### src/hdl/prs_pkg.sv
// Shared constants, states and carrier types of the pixel readout sequencer
package prs_pkg;
    // Geometry
    localparam int unsigned ROWS_N      = 128;   // Rows per subframe
    localparam int unsigned COLS_N      = 64;    // Active columns per row
    localparam int unsigned DUMMIES_N   = 2;     // Dummy pixels leading each row
    localparam int unsigned POS_N       = COLS_N + DUMMIES_N; // Column slots per row
    localparam int unsigned SLOTS_N     = 10;    // Serial slots per pixel index
    localparam int unsigned LATENCY_N   = 4;     // Readout ticks before first sample
    localparam int unsigned SAMPLE_W    = 8;     // Width of one sample word
    localparam int unsigned ROW_W       = 7;     // Row counter width
    localparam int unsigned POS_W       = 7;     // Column slot counter width
    localparam int unsigned SLOT_W      = 4;     // Serial slot counter width

    // Counter limits at their widths
    localparam logic [ROW_W-1:0]  ROW_TOP      = 7'h7f;  // First row read
    localparam logic [ROW_W-1:0]  ROW_BOTTOM   = 7'h00;  // Last row read
    localparam logic [POS_W-1:0]  POS_DUMMY1   = 7'h00;  // Slot of dummy pixel one
    localparam logic [POS_W-1:0]  POS_DUMMY0   = 7'h01;  // Slot of dummy pixel zero
    localparam logic [POS_W-1:0]  POS_LAST     = 7'h41;  // Slot of column 0
    localparam logic [SLOT_W-1:0] SLOT_LAST    = 4'h9;   // Last serial slot
    localparam logic [SLOT_W-1:0] SLOT_HALF    = 4'h5;   // Clock-out high below this
    localparam logic [SLOT_W-1:0] SLOT_LEFT    = 4'h0;   // Left subframe slot
    localparam logic [SLOT_W-1:0] SLOT_RIGHT   = 4'h1;   // Right subframe slot
    localparam logic [2:0]        LAT_LAST     = 3'h3;   // Last latency tick

    // APB register byte offsets
    localparam logic [7:0] REG_MODE   = 8'h00;  // Readout mode configuration
    localparam logic [7:0] REG_LEVELS = 8'h04;  // Test levels, high and low
    localparam logic [7:0] REG_STATUS = 8'h08;  // Row, column slot, state
    localparam logic [7:0] REG_FRAMES = 8'h0c;  // Completed frame count

    // Mode register fields
    localparam int unsigned MODE_SERIAL = 0;    // 1: interleaved serial output
    localparam int unsigned MODE_TEST   = 1;    // 1: test levels replace pixels
    localparam int unsigned MODE_TOGGLE = 4;    // 1: first marker toggles per pixel
    localparam logic [4:0]  MODE_RESET  = 5'h14;
    localparam logic [15:0] LEVELS_RESET = 16'h0000;

    // Sequencer states, one-hot
    typedef enum logic [3:0] {
        ST_IDLE  = 4'b0001,
        ST_ARMED = 4'b0010,
        ST_WAIT  = 4'b0100,
        ST_RUN   = 4'b1000
    } prs_state_type;

    // One buffered output word
    typedef struct packed {
        logic [SAMPLE_W-1:0] left;      // Left subframe or serial sample
        logic [SAMPLE_W-1:0] right;     // Right subframe sample
        logic                first;     // Sampling helper marker
        logic                row_end;   // Last column of row
        logic                frame_end; // Last row of frame
    } prs_word_type;
endpackage : prs_pkg

### src/hdl/prs_fifo.sv
// Synchronous FIFO with valid/ready on both sides
`timescale 1ns/1ps
module prs_fifo #(
    parameter int unsigned WIDTH = 19,
    parameter int unsigned DEPTH = 8
) (
    input  wire logic             clk_in,     // System clock
    input  wire logic             rst_n_in,   // Synchronised reset
    input  wire logic             wr_valid_in,
    output logic                  wr_ready_out,
    input  wire logic [WIDTH-1:0] wr_data_in,
    output logic                  rd_valid_out,
    input  wire logic             rd_ready_in,
    output logic [WIDTH-1:0]      rd_data_out
);
    localparam int unsigned AW = $clog2(DEPTH);

    // Power of two depth keeps pointer wrap free
    if (DEPTH < 2 || (1 << AW) != DEPTH) begin : g_depth_check
        $error("prs_fifo depth must be a power of two");
    end

    logic [WIDTH-1:0] mem_q [DEPTH];  // Storage
    logic [AW:0]      wr_q;           // Write pointer with wrap bit
    logic [AW:0]      rd_q;           // Read pointer with wrap bit
    logic             push;
    logic             pop;

    // Honest flags from pointer difference
    assign wr_ready_out = (wr_q - rd_q) != (AW+1)'(DEPTH);
    assign rd_valid_out = wr_q != rd_q;
    assign push         = wr_valid_in && wr_ready_out;
    assign pop          = rd_valid_out && rd_ready_in;
    assign rd_data_out  = mem_q[rd_q[AW-1:0]];

    // Storage write, no reset needed
    always_ff @(posedge clk_in) begin
        if (push) begin
            mem_q[wr_q[AW-1:0]] <= wr_data_in;
        end
    end

    // Pointers
    always_ff @(posedge clk_in or negedge rst_n_in) begin
        if (!rst_n_in) begin
            wr_q <= '0;
            rd_q <= '0;
        end else begin
            if (push) begin
                wr_q <= wr_q + 1'b1;
            end
            if (pop) begin
                rd_q <= rd_q + 1'b1;
            end
        end
    end
endmodule : prs_fifo

### src/hdl/prs_sequencer.sv
// Pixel readout sequencer: frame ordering, test pattern, markers, APB registers
`timescale 1ns/1ps
module prs_sequencer import prs_pkg::*; #(
    parameter int unsigned FIFO_DEPTH = 8
) (
    input  wire logic                clk_in,          // 50 MHz system clock
    input  wire logic                rstn_in,         // Asynchronous reset, low active
    // APB slave
    input  wire logic                psel,
    input  wire logic                penable,
    input  wire logic                pwrite,
    input  wire logic [7:0]          paddr,
    input  wire logic [31:0]         pwdata,
    output logic [31:0]              prdata,
    output logic                     pready,
    output logic                     pslverr,
    // Readout control and matrix side
    input  wire logic                sync_token_in,       // Start token, high arms
    input  wire logic [SAMPLE_W-1:0] left_pixel_in,       // Left subframe pixel value
    input  wire logic [SAMPLE_W-1:0] right_pixel_in,      // Right subframe pixel value
    input  wire logic [SAMPLE_W-1:0] dummy_level_input_in, // Level for serial dummy slots
    output logic [ROW_W-1:0]         row_addr_out,        // Selected matrix row
    output logic [5:0]               col_addr_out,        // Selected matrix column
    output logic                     matrix_select_out,   // Matrix drives the mux
    output logic                     readout_clock_out,   // Divided readout clock
    output logic                     start_marker_out,    // Pulse: readout begins
    output logic                     reset_marker_out,    // Level: readout logic held
    // Buffered sample stream
    output logic                     out_valid_out,
    input  wire logic                out_ready_in,
    output logic [SAMPLE_W-1:0]      left_sample_out,     // Left or serial sample
    output logic [SAMPLE_W-1:0]      right_sample_out,    // Right subframe sample
    output logic                     sample_first_out,    // Sampling helper marker
    output logic                     row_end_out,         // Row end marker
    output logic                     frame_end_out        // Frame end marker
);
    if (FIFO_DEPTH < 2) begin : g_depth_check
        $error("prs_sequencer needs a FIFO of at least two words");
    end

    // Reset release through two flops
    logic rst_meta_q;
    logic rst_n;
    always_ff @(posedge clk_in or negedge rstn_in) begin
        if (!rstn_in) begin
            rst_meta_q <= 1'b0;
            rst_n      <= 1'b0;
        end else begin
            rst_meta_q <= 1'b1;
            rst_n      <= rst_meta_q;
        end
    end

    // Test pattern level for a column slot: period four, left HLLH
    function automatic logic [SAMPLE_W-1:0] test_level(
        input logic [POS_W-1:0]    pos,
        input logic                left,
        input logic [SAMPLE_W-1:0] hi,
        input logic [SAMPLE_W-1:0] lo
    );
        logic h;
        h = (pos[1] == pos[0]) ? left : !left;
        return h ? hi : lo;
    endfunction : test_level

    // Registers and state
    logic [4:0]          mode_q;        // Software mode word
    logic [4:0]          run_mode_q;    // Mode latched at readout start
    logic [15:0]         levels_q;      // Test high [7:0], low [15:8]
    prs_state_type       state_q;
    logic [SLOT_W-1:0]   slot_q;        // Serial slot and clock divider
    logic [2:0]          lat_q;         // Start latency count
    logic [ROW_W-1:0]    row_q;         // Current row
    logic [POS_W-1:0]    pos_q;         // Current column slot
    logic [15:0]         frames_q;      // Completed frames
    logic                first_pend_q;  // First pixel of first frame not yet sent
    logic                first_tgl_q;   // Toggling helper marker
    logic                clk_out_q;
    logic                start_q;
    prs_word_type        word;
    prs_word_type        rd_word;
    logic                push_need;
    logic                fifo_ready;
    logic                adv;           // Whole sequencer may step
    logic                tick;          // Readout clock edge enable
    logic                serial;
    logic                test;
    logic [SAMPLE_W-1:0] lvl_hi;
    logic [SAMPLE_W-1:0] lvl_lo;
    logic [SAMPLE_W-1:0] left_val;
    logic [SAMPLE_W-1:0] right_val;
    logic                apb_wr;
    logic                apb_hit;

    assign serial = run_mode_q[MODE_SERIAL];
    assign test   = run_mode_q[MODE_TEST];
    assign lvl_hi = levels_q[7:0];
    assign lvl_lo = levels_q[15:8];

    // A stalled FIFO freezes the divider, so no sample is ever dropped
    assign adv  = !(push_need && !fifo_ready);
    assign tick = adv && (slot_q == SLOT_LAST);

    // Divider by ten doubles as the serial slot count
    // divide by ten
    always_ff @(posedge clk_in or negedge rst_n) begin
        if (!rst_n) begin
            slot_q    <= '0;
            clk_out_q <= 1'b0;
        end else if (adv) begin
            slot_q    <= (slot_q == SLOT_LAST) ? '0 : slot_q + 1'b1;
            clk_out_q <= (slot_q == SLOT_LAST) || (slot_q < SLOT_HALF - 1'b1);
        end
    end
    assign readout_clock_out = clk_out_q;

    // Readout state: token high arms, low sampled starts the latency
    // latency then run
    always_ff @(posedge clk_in or negedge rst_n) begin
        if (!rst_n) begin
            state_q <= ST_IDLE;
            lat_q   <= '0;
            start_q <= 1'b0;
        end else begin
            start_q <= 1'b0;
            if (tick) begin
                if (sync_token_in) begin
                    state_q <= ST_ARMED;
                    lat_q   <= '0;
                end else begin
                    case (state_q)
                        ST_IDLE:  state_q <= ST_IDLE;   // Wait for a token
                        ST_ARMED: state_q <= ST_WAIT;   // Token low seen
                        ST_WAIT: begin
                            lat_q <= lat_q + 1'b1;
                            if (lat_q == LAT_LAST) begin
                                state_q <= ST_RUN;
                                start_q <= 1'b1;
                            end
                        end
                        ST_RUN:   state_q <= ST_RUN;    // Frames repeat
                        default:  state_q <= ST_IDLE;   // Illegal code recovers
                    endcase
                end
            end
        end
    end
    assign start_marker_out = start_q;
    assign reset_marker_out = (state_q == ST_IDLE) || (state_q == ST_ARMED);

    // Mode latched while not running so a write cannot tear a frame
    // latch mode
    always_ff @(posedge clk_in or negedge rst_n) begin
        if (!rst_n) begin
            run_mode_q <= MODE_RESET;
        end else if (state_q != ST_RUN) begin
            run_mode_q <= mode_q;
        end
    end

    // Row and column slot counters; a token restarts them at once
    // counters
    always_ff @(posedge clk_in or negedge rst_n) begin
        if (!rst_n) begin
            row_q    <= ROW_TOP;
            pos_q    <= POS_DUMMY1;
            frames_q <= '0;
        end else if (tick) begin
            if (state_q != ST_RUN || sync_token_in) begin
                row_q <= ROW_TOP;
                pos_q <= POS_DUMMY1;
            end else if (pos_q == POS_LAST) begin
                pos_q <= POS_DUMMY1;
                row_q <= row_q - 1'b1;
                if (row_q == ROW_BOTTOM) begin
                    frames_q <= frames_q + 1'b1;
                end
            end else begin
                pos_q <= pos_q + 1'b1;
            end
        end
    end

    // Matrix addressing: slot 2 is column 63, slot 65 is column 0
    // matrix cut in test
    assign row_addr_out      = row_q;
    assign col_addr_out      = 6'(POS_LAST - pos_q);
    assign matrix_select_out = (state_q == ST_RUN) && !test && (pos_q > POS_DUMMY0);

    // Sample values for the current column slot
    // alternating test levels
    always_comb begin
        if (test) begin
            left_val  = test_level(pos_q, 1'b1, lvl_hi, lvl_lo);
            right_val = test_level(pos_q, 1'b0, lvl_hi, lvl_lo);
        end else if (pos_q == POS_DUMMY1) begin
            left_val  = lvl_hi;
            right_val = lvl_hi;
        end else if (pos_q == POS_DUMMY0) begin
            left_val  = lvl_lo;
            right_val = lvl_lo;
        end else begin
            left_val  = left_pixel_in;
            right_val = right_pixel_in;
        end
    end

    // Helper marker sources
    // first-only or toggle
    always_ff @(posedge clk_in or negedge rst_n) begin
        if (!rst_n) begin
            first_pend_q <= 1'b1;
            first_tgl_q  <= 1'b0;
        end else begin
            if (push_need && fifo_ready && slot_q == SLOT_LEFT) begin
                first_pend_q <= 1'b0;
            end
            if (tick && state_q == ST_RUN) begin
                first_tgl_q <= !first_tgl_q;
            end
        end
    end

    // Word for the buffer; serial mode pushes every slot, parallel one per index
    // interleave subframe groups
    always_comb begin
        push_need = (state_q == ST_RUN) && (serial || slot_q == SLOT_LEFT);
        word      = '0;
        if (!serial) begin
            word.left  = left_val;
            word.right = right_val;
        end else if (slot_q == SLOT_LEFT) begin
            word.left = left_val;
        end else if (slot_q == SLOT_RIGHT) begin
            word.left = right_val;
        end else begin
            word.left = dummy_level_input_in;
        end
        word.first     = run_mode_q[MODE_TOGGLE] ? first_tgl_q
                                                 : (first_pend_q && slot_q == SLOT_LEFT);
        word.row_end   = (pos_q == POS_LAST);
        word.frame_end = (row_q == ROW_BOTTOM);
    end

    // Output buffer; its ready stalls the sequencer
    prs_fifo #(
        .WIDTH ($bits(prs_word_type)),
        .DEPTH (FIFO_DEPTH)
    ) u_fifo (
        .clk_in       (clk_in),
        .rst_n_in     (rst_n),
        .wr_valid_in  (push_need),
        .wr_ready_out (fifo_ready),
        .wr_data_in   (word),
        .rd_valid_out (out_valid_out),
        .rd_ready_in  (out_ready_in),
        .rd_data_out  (rd_word)
    );
    assign left_sample_out  = rd_word.left;
    assign right_sample_out = rd_word.right;
    assign sample_first_out = rd_word.first;
    assign row_end_out      = rd_word.row_end;
    assign frame_end_out    = rd_word.frame_end;

    // APB slave: zero wait, errors on unmapped offsets
    assign pready  = 1'b1;
    assign apb_hit = (paddr == REG_MODE) || (paddr == REG_LEVELS) ||
                     (paddr == REG_STATUS) || (paddr == REG_FRAMES);
    assign pslverr = psel && penable && !apb_hit;
    assign apb_wr  = psel && penable && pwrite;

    // Writable registers
    always_ff @(posedge clk_in or negedge rst_n) begin
        if (!rst_n) begin
            mode_q   <= MODE_RESET;
            levels_q <= LEVELS_RESET;
        end else if (apb_wr) begin
            if (paddr == REG_MODE) begin
                mode_q <= pwdata[4:0];
            end
            if (paddr == REG_LEVELS) begin
                levels_q <= pwdata[15:0];
            end
        end
    end

    // Read mux
    always_comb begin
        case (paddr)
            REG_MODE:   prdata = {27'h0, mode_q};
            REG_LEVELS: prdata = {16'h0, levels_q};
            REG_STATUS: prdata = {12'h0, state_q, 1'b0, row_q, 1'b0, pos_q};
            REG_FRAMES: prdata = {16'h0, frames_q};
            default:    prdata = 32'h0;
        endcase
    end

    // Checks
    AST_LATENCY: assert property (@(posedge clk_in) disable iff (!rst_n)
        (tick && state_q == ST_ARMED && !sync_token_in) |=> (state_q == ST_WAIT)
        ##40 (state_q == ST_RUN && pos_q == POS_DUMMY1 && row_q == ROW_TOP))
        else $error("Readout did not start four ticks after token low");
    AST_TOKEN: assert property (@(posedge clk_in) disable iff (!rst_n)
        (tick && sync_token_in) |=> (state_q == ST_ARMED && row_q == ROW_TOP))
        else $error("Token did not restart the frame");
    AST_ROWSTEP: assert property (@(posedge clk_in) disable iff (!rst_n)
        (tick && state_q == ST_RUN && pos_q == POS_LAST) |=>
        (pos_q == POS_DUMMY1 && row_q == $past(row_q) - 1'b1))
        else $error("Row did not step down after column zero");
    AST_DIV: assert property (@(posedge clk_in) disable iff (!rst_n)
        (tick ##1 adv [*5]) |=> !clk_out_q)
        else $error("Readout clock out not low in second half");
    AST_SLOTS: assert property (@(posedge clk_in) disable iff (!rst_n)
        (push_need && serial && slot_q > SLOT_RIGHT) |-> (word.left == dummy_level_input_in))
        else $error("Dummy slot without fixed level");
    AST_RIGHT: assert property (@(posedge clk_in) disable iff (!rst_n)
        (push_need && serial && slot_q == SLOT_RIGHT && !test && pos_q > POS_DUMMY0)
        |-> (word.left == right_pixel_in))
        else $error("Second serial slot is not the right subframe");
    AST_TESTCUT: assert property (@(posedge clk_in) disable iff (!rst_n)
        test |-> !matrix_select_out)
        else $error("Matrix selected in test mode");
    AST_PATTERN: assert property (@(posedge clk_in) disable iff (!rst_n)
        (push_need && test && !serial) |->
        (word.left == ((pos_q[1] == pos_q[0]) ? lvl_hi : lvl_lo)
         && word.right == ((pos_q[1] == pos_q[0]) ? lvl_lo : lvl_hi)))
        else $error("Test pattern wrong");
    AST_FRAMEND: assert property (@(posedge clk_in) disable iff (!rst_n)
        push_need |-> (word.frame_end == (row_q == ROW_BOTTOM)
                       && word.row_end == (pos_q == POS_LAST)))
        else $error("Row or frame marker wrong");
    AST_HOLD: assert property (@(posedge clk_in) disable iff (!rst_n)
        (state_q == ST_RUN && $past(state_q) == ST_RUN) |-> $stable(run_mode_q))
        else $error("Mode changed during a frame");

    COV_START:  cover property (@(posedge clk_in) disable iff (!rst_n) start_q);
    COV_FRAME:  cover property (@(posedge clk_in) disable iff (!rst_n)
        tick && row_q == ROW_BOTTOM && pos_q == POS_LAST);
    COV_STALL:  cover property (@(posedge clk_in) disable iff (!rst_n) push_need && !fifo_ready);
    COV_SERIAL: cover property (@(posedge clk_in) disable iff (!rst_n) push_need && serial && test);
endmodule : prs_sequencer

### config.mk
export PLATFORM = sky130hd
export DESIGN_NAME = prs_sequencer
export DESIGN_NICKNAME = d
export VERILOG_FILES = /design/src/hdl/prs_pkg.sv /design/src/hdl/prs_fifo.sv /design/src/hdl/prs_sequencer.sv
export SDC_FILE = /design/constraint.sdc
export NUM_CORES = 1
export LEC_CHECK = 0
export ABC_AREA = 1
export BUFFER_PORTS_ARGS = -buffer_cell sky130_fd_sc_hd__buf_4
export CORE_ASPECT_RATIO = 0.5
export CORE_MARGIN = 2
export CORE_UTILIZATION = 45
export CTS_CLUSTER_SIZE = 28
export DETAILED_ROUTE_END_ITERATION = 10
export GPL_ROUTABILITY_DRIVEN = 0
export PLACE_DENSITY = 0.73
export SYNTH_ARGS = -nofsm -noshare
export SYNTH_HDL_FRONTEND = slang
export SYNTH_HIERARCHICAL = 1
export SYNTH_SLANG_ARGS = --single-unit
### constraint.sdc
create_clock -name clk_in -period 7.1 [get_ports clk_in]
set_input_delay 1.42 -clock clk_in [delete_from_list [all_inputs] [get_ports clk_in]]
set_output_delay 1.42 -clock clk_in [all_outputs]
set_load 0.03 [all_outputs]
==> impl_results.md, run 1 <==
* CTS Buf Count at 22
* Slowest stage cell, crit path: nor3_2
* Std cell rows at 41
* Syn Area/Cell at between 9 and 10 µm²
* Worst-path cell chain: buf_4 > nor2_2 > nand2_1 > nor3_2 > inv_2 > o221ai_1 > buf_4
* Status: complete, no violations
* Crit path max fanout at 9
* Synth Warn # at 6
* CTS Sinks at roughly 230
* Vias in the first global route at 8619
* Worst Hold Class: flip-flop to flip-flop
* WS Path Type: input pin to primary output
* Gr usage total at 0.211
* Seq cells post-synth at between 200 and 250
* RSZ-0062 raised after global routing: no
* Yosys cell types at 47
* Core Area at 25200 µm²
* Postcts setup bufs at 0
* Horiz. Die Dim at 230 µm
* Skew-Pair Late Insertion Delay at 0.51 ns
* Final nets at between 1000 and 1500
* Clk root buf: clkbuf_16
* Worst-Margin Slew at 1.25 ns
* Initial antenna violation count at 0
* Sequential element share of the synthesized area at 0.569
* Most frequent cells in the layout: nand2_1 (346), edfxtp_1 (152), nor2_1 (132)
* Power density cells at 435 nW/µm²
* Die area at 27000 µm²
* CP arrival at 3.09 ns
* Die H at roughly 120 µm
* Number of buffers added on ports at 112
* Layout fillers at 2235
* VDD IR max at 174 µV
* HPWL after detailed placement at 19.0 mm
* Slew Limit Fails at 0
* Most common cell after layout, fill and taps aside: nand2_1
* Most frequent CP cell: buf_4
* CTS tree: built
* Vias per cell at 5.35
* Antenna fix cells at 0
* Total congestion overflow at 0
* Mapped Area at 11500 µm²
* Post-Route WL at 28.5 mm
* Clk_skew at 0.0114 ns
* P&R area growth vs syn at 14.5%
* Worst path required time at 5.68 ns
* Final worst-path cycle share at 0.635
* DRT iter0 DRCs at 837
* Fmax at 222 MHz
* Post_cts resized at 0
* Drt pass-1 iters at 6
* Pleak at 5.64 nW
* Post-route ant nets at 0
* CTS clk-pin slew, worst paths at 0.07 ns
* Setup_tns at 0 ns
* Fin crit period at about 4.5 ns
* Critical Path Max Stage Delay at 0.46 ns
* Final setup fails at 0
* Critical path endpoint category: primary output
* Slew headroom at 0.169
* Mapped Cells at 1243
* Post-CTS Hold Fix Bufs at 0
* Largest net degree at the start of global routing at 80
* Global-route wire length before repair at approximately 45 mm
* Startpoint Class: input pin
* DR vias at 9098
* Share of layout cells above drive strength 1 at 0.160
* Initial Util at 0.458
* Htree depth at 1
* DR WL/cell at 16.8 µm
* Remaining DRCs at 0
* Final hold violation count at 0
* EDFF count, synth at 152
* Buf/Inv on CP at 3
* Max cap viols at 0
* Post-synth ARST share at 0.342
* Top FF cell, synth: edfxtp_1
* I/O Pins at ~140
* Power Total at 5.74 mW
* Crit-path leading delay family: simple AND/OR/NAND/NOR gates
* Max Root-Sink Buffers at 3
[power breakdown]
group	internal (mW)	switching (mW)
Combinational	0.771	1.93
Sequential	1.85	0.131
Clock	0.571	0.491
[path summary, 6_finish.rpt]
check / start / to / slack [ns] / cells past startpoint
max: paddr[1] / prdata[6] / 2.59 / 7
min: rst_meta_q$_DFF_PN0_ / rst_n$_DFF_PN0_ / 0.35 / 0
max reg2reg: u_fifo/rd_q[0]$_DFFE_PN0P_ / frames_q[10]$_DFFE_PN0P_ / 4.01 / 14
min reg2reg: rst_meta_q$_DFF_PN0_ / rst_n$_DFF_PN0_ / 0.35 / 0
max in group asynchronous: rst_n$_DFF_PN0_ / u_fifo/rd_q[0]$_DFFE_PN0P_ / 5.94 / 0
min in group asynchronous: rst_n$_DFF_PN0_ / u_fifo/rd_q[1]$_DFFE_PN0P_ / 0.49 / 0
[worst reg2reg max path, stage by stage, from the launching register on]
cell	delay (ns)
dfrtp_2	0.36
buf_4	0.62
ha_1	0.42
nand2_1	0.06
inv_1	0.05
nand2_1	0.07
inv_2	0.04
nand3_4	0.11
inv_1	0.10
nand2_4	0.13
nand2_8	0.12
nor3_4	0.62
inv_2	0.14
nand2_1	0.09
nand2_1	0.05
[flip-flops by register name (all words and copies together) (netlist names), 4 cells and up]
signal        cells
mode_q            5
row_addr_out      7
levels_q         16
u_fifo/rd_q       4
u_fifo/mem_q    152
u_fifo/wr_q       4
pos_q             7
frames_q         16
state_q           4
slot_q            4
[cell usage after synthesis, types with 4 or more instances]
master,instances,share of area
o2111ai_1,5,0.0038
buf_6,7,0.0068
nand2_1,346,0.11
a21oi_1,37,0.016
o211ai_1,5,0.0033
nor3_1,11,0.0048
ha_1,16,0.017
nand3_1,50,0.022
inv_2,13,0.0042
xor2_1,26,0.020
buf_4,20,0.013
nor2_1,132,0.043
o22ai_1,39,0.021
o21ai_0,98,0.043
edfxtp_1,152,0.40
o21ai_1,24,0.010
nor2_4,5,0.0049
inv_1,85,0.028
nand2_2,4,0.0022
o21ai_2,6,0.0046
o221ai_1,9,0.0068
clkbuf_1,19,0.0062
nand4_1,10,0.0054
dfrtp_1,67,0.15
dfstp_2,12,0.027
buf_2,11,0.0048
[cells by family after synthesis]
family	synth area share
AOI/OAI and AO/OA	0.112
xor gates and xnor gates	0.0220
adders and majority gates	0.0174
buffers and inverters	0.0657
DFF	0.569
other	0.000651
and+or+nand+nor	0.214
[metrics by stage]
step	instances	hold WS, ns	cell area [µm²]	util	worst slack (ns)
after floorplan	1255	0.331	11600	-	2.82
after global placement	1661	0.338	12600	0.499	2.68
after detailed placement	1661	0.337	12600	0.499	2.63
after CTS	1700	0.352	13200	0.524	2.63
after global routing	1700	0.373	13200	0.524	2.42
final	1700	0.350	13200	0.524	2.59
[cell type report]
type	instances	area (µm²)	area share
sequential	231	6560	0.497
multi-input combinational	863	4260	0.323
timing repair buffer	124	931	0.0705
clock buffer	24	558	0.0423
tap	344	430	0.0326
inverter	99	372	0.0281
clock inverter	15	87.6	0.00663
[metal layers]
| metal | vias to the layer above | track usage | wire [µm] | part of all wire |
|---|---|---|---|---|
| met2 | 364 | 0.366 | 13700 | 0.48 |
| li1 | 4361 | - | - | - |
| met5 | - | 0 | 0 | 0 |
| met3 | 49 | 0.0257 | 2110 | 0.074 |
| met1 | 4324 | 0.285 | 12100 | 0.42 |
| met4 | 0 | 0.0572 | 637 | 0.022 |
No activity file was read; power rests on OpenSTA's default activity.
==> run 2, diff against run 1 <==
Settings changed: PLACE_DENSITY 0.73 to 0.76.
Clock period 7.1 ns to 3.89 ns, I/O delays scaled along.
==> run 2 against run 1 <==
Clock power rose by 130%. Register-to-register slack got worse by 3.1 ns. Via count rose by 1.5%. Cell count rose by 0.18%. Critical endpoint is now right_sample_out[2]. Hold slack got worse by 0.32 ns. Clock skew rose by 0.0012 ns. Global-route usage barely moved. Largest power group unchanged.
==> impl_results.md, run 2 (synthesized netlist as in run 1, its figures left out) <==
* I/O Pins at between 100 and 150
* Initial Util at 0.458
* R2R cell count at 6
* Die area at approximately 27000 µm²
* Clk_skew at 0.0127 ns
* Worst Hold Class: input pin to asynchronous set/reset pin
* Share of layout cells above drive strength 1 at 0.163
* Vias per cell at about 5.4
* Worst r2r src: pos_q[1]$_DFFE_PN0P_
* CTS Sinks at 231
* Setup_tns at 0 ns
* Max cap viols at 0
* Largest net degree at the start of global routing at 78
* Final nets at between 1000 and 1500
* Slew headroom at 0.291
* VDD IR max at 358 µV
* Post-CTS Hold Fix Bufs at 0
* Initial antenna violation count at 0
* Vias in the first global route at 8682
* Post-route ant nets at 0
* WS Path Type: flip-flop to primary output
* Core Area at 25200 µm²
* Antenna fix cells at 0
* Footprint of the multi-input gates at approximately 4300 µm²
* Postcts setup bufs at 0
* Critical Path Max Stage Delay at ~0.56 ns
* Global-route wire length before repair at 44.9 mm
* CTS Buf Count at 22
* Critical path endpoint category: primary output
* CTS clk-pin slew, worst paths at roughly 0.070 ns
* Slew Limit Fails at 0
* Std cell rows at 41
* Fmax at 297 MHz
* Drt pass-1 iters at 5
* P&R area growth vs syn at 16.3%
* Placed inst area at between 10000 and 15000 µm²
* Pleak at 5.74 nW
* Gr usage total at 0.211
* Total congestion overflow at 0
* Most frequent cells in the layout: nand2_1 (346), edfxtp_1 (152), nor2_1 (132)
* Final setup fails at 0
* Layout fillers at between 2000 and 2500
* Fin crit period at roughly 3.4 ns
* CP arrival at ~2.6 ns
* Post-layout util at 0.533
* Skew-Pair Late Insertion Delay at 0.51 ns
* DR vias at 9232
* Most common cell after layout, fill and taps aside: nand2_1
* Most frequent CP cell: buf_4
* Worst-path cell chain: buf_4 > buf_4 > o21ai_0 > o22ai_1 > nand2_1 > nand2_1 > buf_4
* R2R Setup Slk at 0.90 ns
* Crit path max fanout at 40
* Slowest stage cell, crit path: dfrtp_2
* Worst-Margin Slew at 1.05 ns
* Startpoint Class: flip-flop
* Max FFs per register at 152
* Power density cells at a little over 800 nW/µm²
* Die H at 117 µm
* Clk root buf: clkbuf_16
* Htree depth at 1
* RSZ-0062 raised after global routing: no
* HPWL after detailed placement at 19.4 mm
* Finished Cell Area at 13400 µm²
* Reg2reg end: u_fifo/mem_q[3][8]$_DFFE_PP_
* Power Total at 11.0 mW
* CTS tree: built
* Post_cts resized at 0
* DRT iter0 DRCs at ~740
* Status: complete, no violations
* Post-Route WL at 28.8 mm
* DR WL/cell at roughly 17 µm
* Critical path launch point: u_fifo/rd_q[0]$_DFFE_PN0P_
* FF+latch area at 6560 µm²
* Final hold violation count at 0
* Horiz. Die Dim at about 230 µm
* Final worst-path cycle share at 0.865
* Worst Setup EP: right_sample_out[2]
* Worst path required time at 3.11 ns
* Hold slack at 0.0303 ns
* Max Root-Sink Buffers at 3
* Number of buffers added on ports at 112
* Remaining DRCs at 0
[run 2: cell types whose count changed in the layout (fill, tap and decap cells not counted)]
cell	change
clkinv_4	+1
inv_8	-1
clkinvlp_2	-2
buf_4	+2
buf_12	+1
clkinv_2	-3
clkbuf_1	-2
bufinv_16	+7
[run 2: through the flow]
stage / worst slack, ns / std cells
after global placement: 0.766 / 1664
after CTS: 0.536 / 1703
final: 0.525 / 1703
after floorplan: 0.897 / 1255
after detailed placement: 0.710 / 1664
after global routing: 0.360 / 1703
[run 2: area by class of cell]
| class | instances | area share |
|---|---|---|
| clock inverters | 17 | 0.0201 |
| clock buffers | 22 | 0.0410 |
| multi-input cells | 863 | 0.318 |
| repair buffers | 127 | 0.0720 |
| well taps | 344 | 0.0321 |
| inverters | 99 | 0.0277 |
| flip-flops and latches | 231 | 0.489 |
[run 2: report_power, final]
group | switching (mW) | internal, mW | leakage, nW
registers | 0.261 | 3.37 | 2.33
logic | 3.49 | 1.43 | 3.01
clock network | 0.908 | 1.50 | 0.399
total | 4.66 | 6.30 | 5.74
[run 2: worst min path at each step]
stage / to / slack, ns / cells after the start
3_3_place_gp: rst_n$_DFF_PN0_ / 0.34 / 0
6_report: rst_n$_DFF_PN0_ / 0.03 / 1
4_1_cts: rst_n$_DFF_PN0_ / 0.02 / 1
2_1_floorplan: rst_n$_DFF_PN0_ / 0.33 / 0
3_5_place_dp: rst_n$_DFF_PN0_ / 0.34 / 0
5_1_grt: rst_n$_DFF_PN0_ / 0.02 / 1
[run 2: worst max-delay path, delay by kind of cell, from the launching register on]
| family | cells | cell delay (ns) |
|---|---|---|
| flip-flops | 1 | 0.56 |
| AND/OR/NAND/NOR | 2 | 0.19 |
| AO/OA/AOI/OAI | 2 | 0.36 |
| buffers and inverters | 3 | 0.94 |
[run 2: metal layers]
| metal | vias to the layer above | GRT usage | share of wire |
|---|---|---|---|
| li1 | 4364 | - | - |
| met1 | 4369 | 0.276 | 0.40 |
| met2 | 427 | 0.362 | 0.48 |
| met3 | 72 | 0.0351 | 0.088 |
| met4 | 0 | 0.0757 | 0.030 |
| met5 | - | 0 | 0 |
==> run 3, diff against run 2 <==
--- a/config.mk
+++ b/config.mk
@@ -8,3 +8,2 @@
 export ABC_AREA = 1
-export BUFFER_PORTS_ARGS = -buffer_cell sky130_fd_sc_hd__buf_4
 export CORE_ASPECT_RATIO = 0.5
@@ -12,6 +11,7 @@
 export CORE_UTILIZATION = 45
-export CTS_CLUSTER_SIZE = 28
+export CTS_CLUSTER_SIZE = 8
 export DETAILED_ROUTE_END_ITERATION = 10
+export DONT_BUFFER_PORTS = 1
 export GPL_ROUTABILITY_DRIVEN = 0
-export PLACE_DENSITY = 0.76
+export PLACE_DENSITY = 0.71
 export SYNTH_ARGS = -nofsm -noshare
==> constraint.sdc (replaced) <==
create_clock -name clk_in -period 3.89 [get_ports clk_in]
set_input_delay 0.1945 -clock clk_in [delete_from_list [all_inputs] [get_ports clk_in]]
set_output_delay 0.1945 -clock clk_in [all_outputs]
set_load 0.03 [all_outputs]
==> run 3 against run 2 <==
Hold slack gained 0.11 ns. Fmax increased by 3.7%. Critical path depth grew 2. Register-to-register slack lost 0.26 ns. Sequential power rose by 4%. Die area is the same. Count of clock-buffer cells in the layout increased by 28. Sequential share of layout area up 1.9 points. Sequential cell count stayed put.
==> impl_results.md, run 3 (synthesized netlist as in run 1, its figures left out) <==
* Status: complete, no violations
* CTS Sinks at 231
* Max cap viols at 0
* Largest net degree at the start of global routing at 78
* Worst hold stages at 3
* Final nets at 1352
* Worst Hold Class: input pin to flip-flop
* Drt pass-1 iters at 5
* Placed inst area at about 12000 µm²
* Setup_tns at 0 ns
* Share of layout cells above drive strength 1 at 0.0882
* P&R area growth vs syn at 12.1%
* Int Power at ~6 mW
* Combinational power share at 0.403
* Skew-Pair Late Insertion Delay at 0.51 ns
* Post-route ant nets at 0
* Total congestion overflow at 0
* Sw Share at 0.439
* Clock share of power at 0.248
* Finished Cell Area at 12900 µm²
* Max Root-Sink Buffers at 3
* Switching power at 4.73 mW
* Post-Route WL at just under 30 mm
* DR vias at between 8000 and 9000
* Antenna fix cells at 0
* Slew Limit Fails at 0
* Worst-Margin Slew at 0.995 ns
* Critical path launch point: pos_q[1]$_DFFE_PN0P_
* Initial Util at 0.458
* Worst path required time at 4.11 ns
* R2R Setup Slk at around 0.64 ns
* Vias in the first global route at 8384
* Std cell rows at 41
* DR WL/cell at 18.1 µm
* Dpl ws at approximately 0.67 ns
* Final setup fails at 0
* Hold slack at between 0.1 and 0.15 ns
* Worst r2r src: pos_q[1]$_DFFE_PN0P_
* Reg power frac at 0.350
* Core Area at 25200 µm²
* Post_cts resized at 0
* R2R cell count at 9
* Die H at roughly 120 µm
* Most common cell after layout, fill and taps aside: nand2_1
* Power density cells at 834 nW/µm²
* Final worst-path cycle share at 0.834
* Clk root buf: clkbuf_16
* Horiz. Die Dim at 230 µm
* CTS Buf Count at 34
* Power Total at 10.8 mW
* Critical path endpoint category: flip-flop
* CTS tree: built
* Fin crit period at 3.25 ns
* DRT iter0 DRCs at around 940
* Clk_skew at 0.0182 ns
* Remaining DRCs at 0
* Worst Setup EP: u_fifo/mem_q[3][17]$_DFFE_PP_
* Final hold violation count at 0
* Postcts setup bufs at 0
* Die area at between 20000 and 30000 µm²
* HPWL after detailed placement at 19.5 mm
* Most frequent cells in the layout: nand2_1 (346), edfxtp_1 (152), nor2_1 (132)
* Reg2reg end: u_fifo/mem_q[3][17]$_DFFE_PP_
* WS Path Type: flip-flop to flip-flop
* I/O Pins at between 100 and 150
* Pleak at about 5.3 nW
* CTS clk-pin slew, worst paths at 0.05 ns
* Final worst slack at approximately 0.64 ns
* Max FFs per register at about 150
* Slew headroom at 0.330
* Global-route wire length before repair at 45.6 mm
* Gr usage total at 0.218
* Fmax at roughly 310 MHz
* RSZ-0062 raised after global routing: no
* Startpoint Class: flip-flop
* Htree depth at 2
* Post-CTS Hold Fix Bufs at 20
* Crit path max fanout at 19
* Number of buffers added on ports at 0
* Initial antenna violation count at 0
* CP arrival at 3.46 ns
* Vias per cell at between 5 and 6
* VDD IR max at 343 µV
## run 3: per-stage QoR
step,util,instances
after floorplan,-,1255
final,0.513,1625
after global routing,0.513,1625
after CTS,0.513,1625
after detailed placement,0.467,1553
after global placement,0.467,1553
## run 3: critical path, stage by stage, from the launching register on
cell	delay, ns
dfrtp_1	0.62
inv_1	0.26
ha_1	0.64
clkinv_1	0.53
a21oi_1	0.26
o21ai_0	0.17
nand3_1	0.14
nand2_1	0.05
nand2_1	0.14
inv_1	0.16
## run 3: worst min-delay path by stage
| stage | start | to | slack (ns) |
|---|---|---|---|
| 2_1_floorplan | rstn_in | rst_meta_q$_DFF_PN0_ | -0.10 |
| 3_3_place_gp | rstn_in | rst_meta_q$_DFF_PN0_ | -0.10 |
| 3_5_place_dp | rstn_in | rst_meta_q$_DFF_PN0_ | -0.10 |
| 4_1_cts | paddr[3] | mode_q[2]$_DFFE_PN1P_ | 0.12 |
| 5_1_grt | paddr[3] | mode_q[0]$_DFFE_PN0P_ | 0.20 |
| 6_report | paddr[3] | mode_q[2]$_DFFE_PN1P_ | 0.14 |
## run 3: layer usage
metal / track usage / routed length [µm] / vias to the layer above
met2: 0.370 / 14200 / 380
met5: 0 / 0 / -
li1: - / - / 4225
met3: 0.0521 / 2340 / 79
met4: 0.0890 / 902 / 0
met1: 0.274 / 12000 / 4275
## run 3: power by group through the flow
stage	clock [mW]	combinational, mW	sequential, mW
3_3_place_gp	0	4.15	3.80
2_1_floorplan	0	3.43	3.67
6_report	2.67	4.34	3.77
3_5_place_dp	0	4.29	3.81
5_1_grt	2.81	4.79	3.82
4_1_cts	2.70	4.34	3.77
## run 3: layout make-up
type | instances | area, µm²
inverters | 99 | 372
clock inverters | 2 | 32.5
flip-flops and latches | 231 | 6560
multi-input cells | 863 | 4260
clock buffers | 50 | 932
well taps | 344 | 430
repair buffers | 36 | 333
fillers | 2195 | 12300
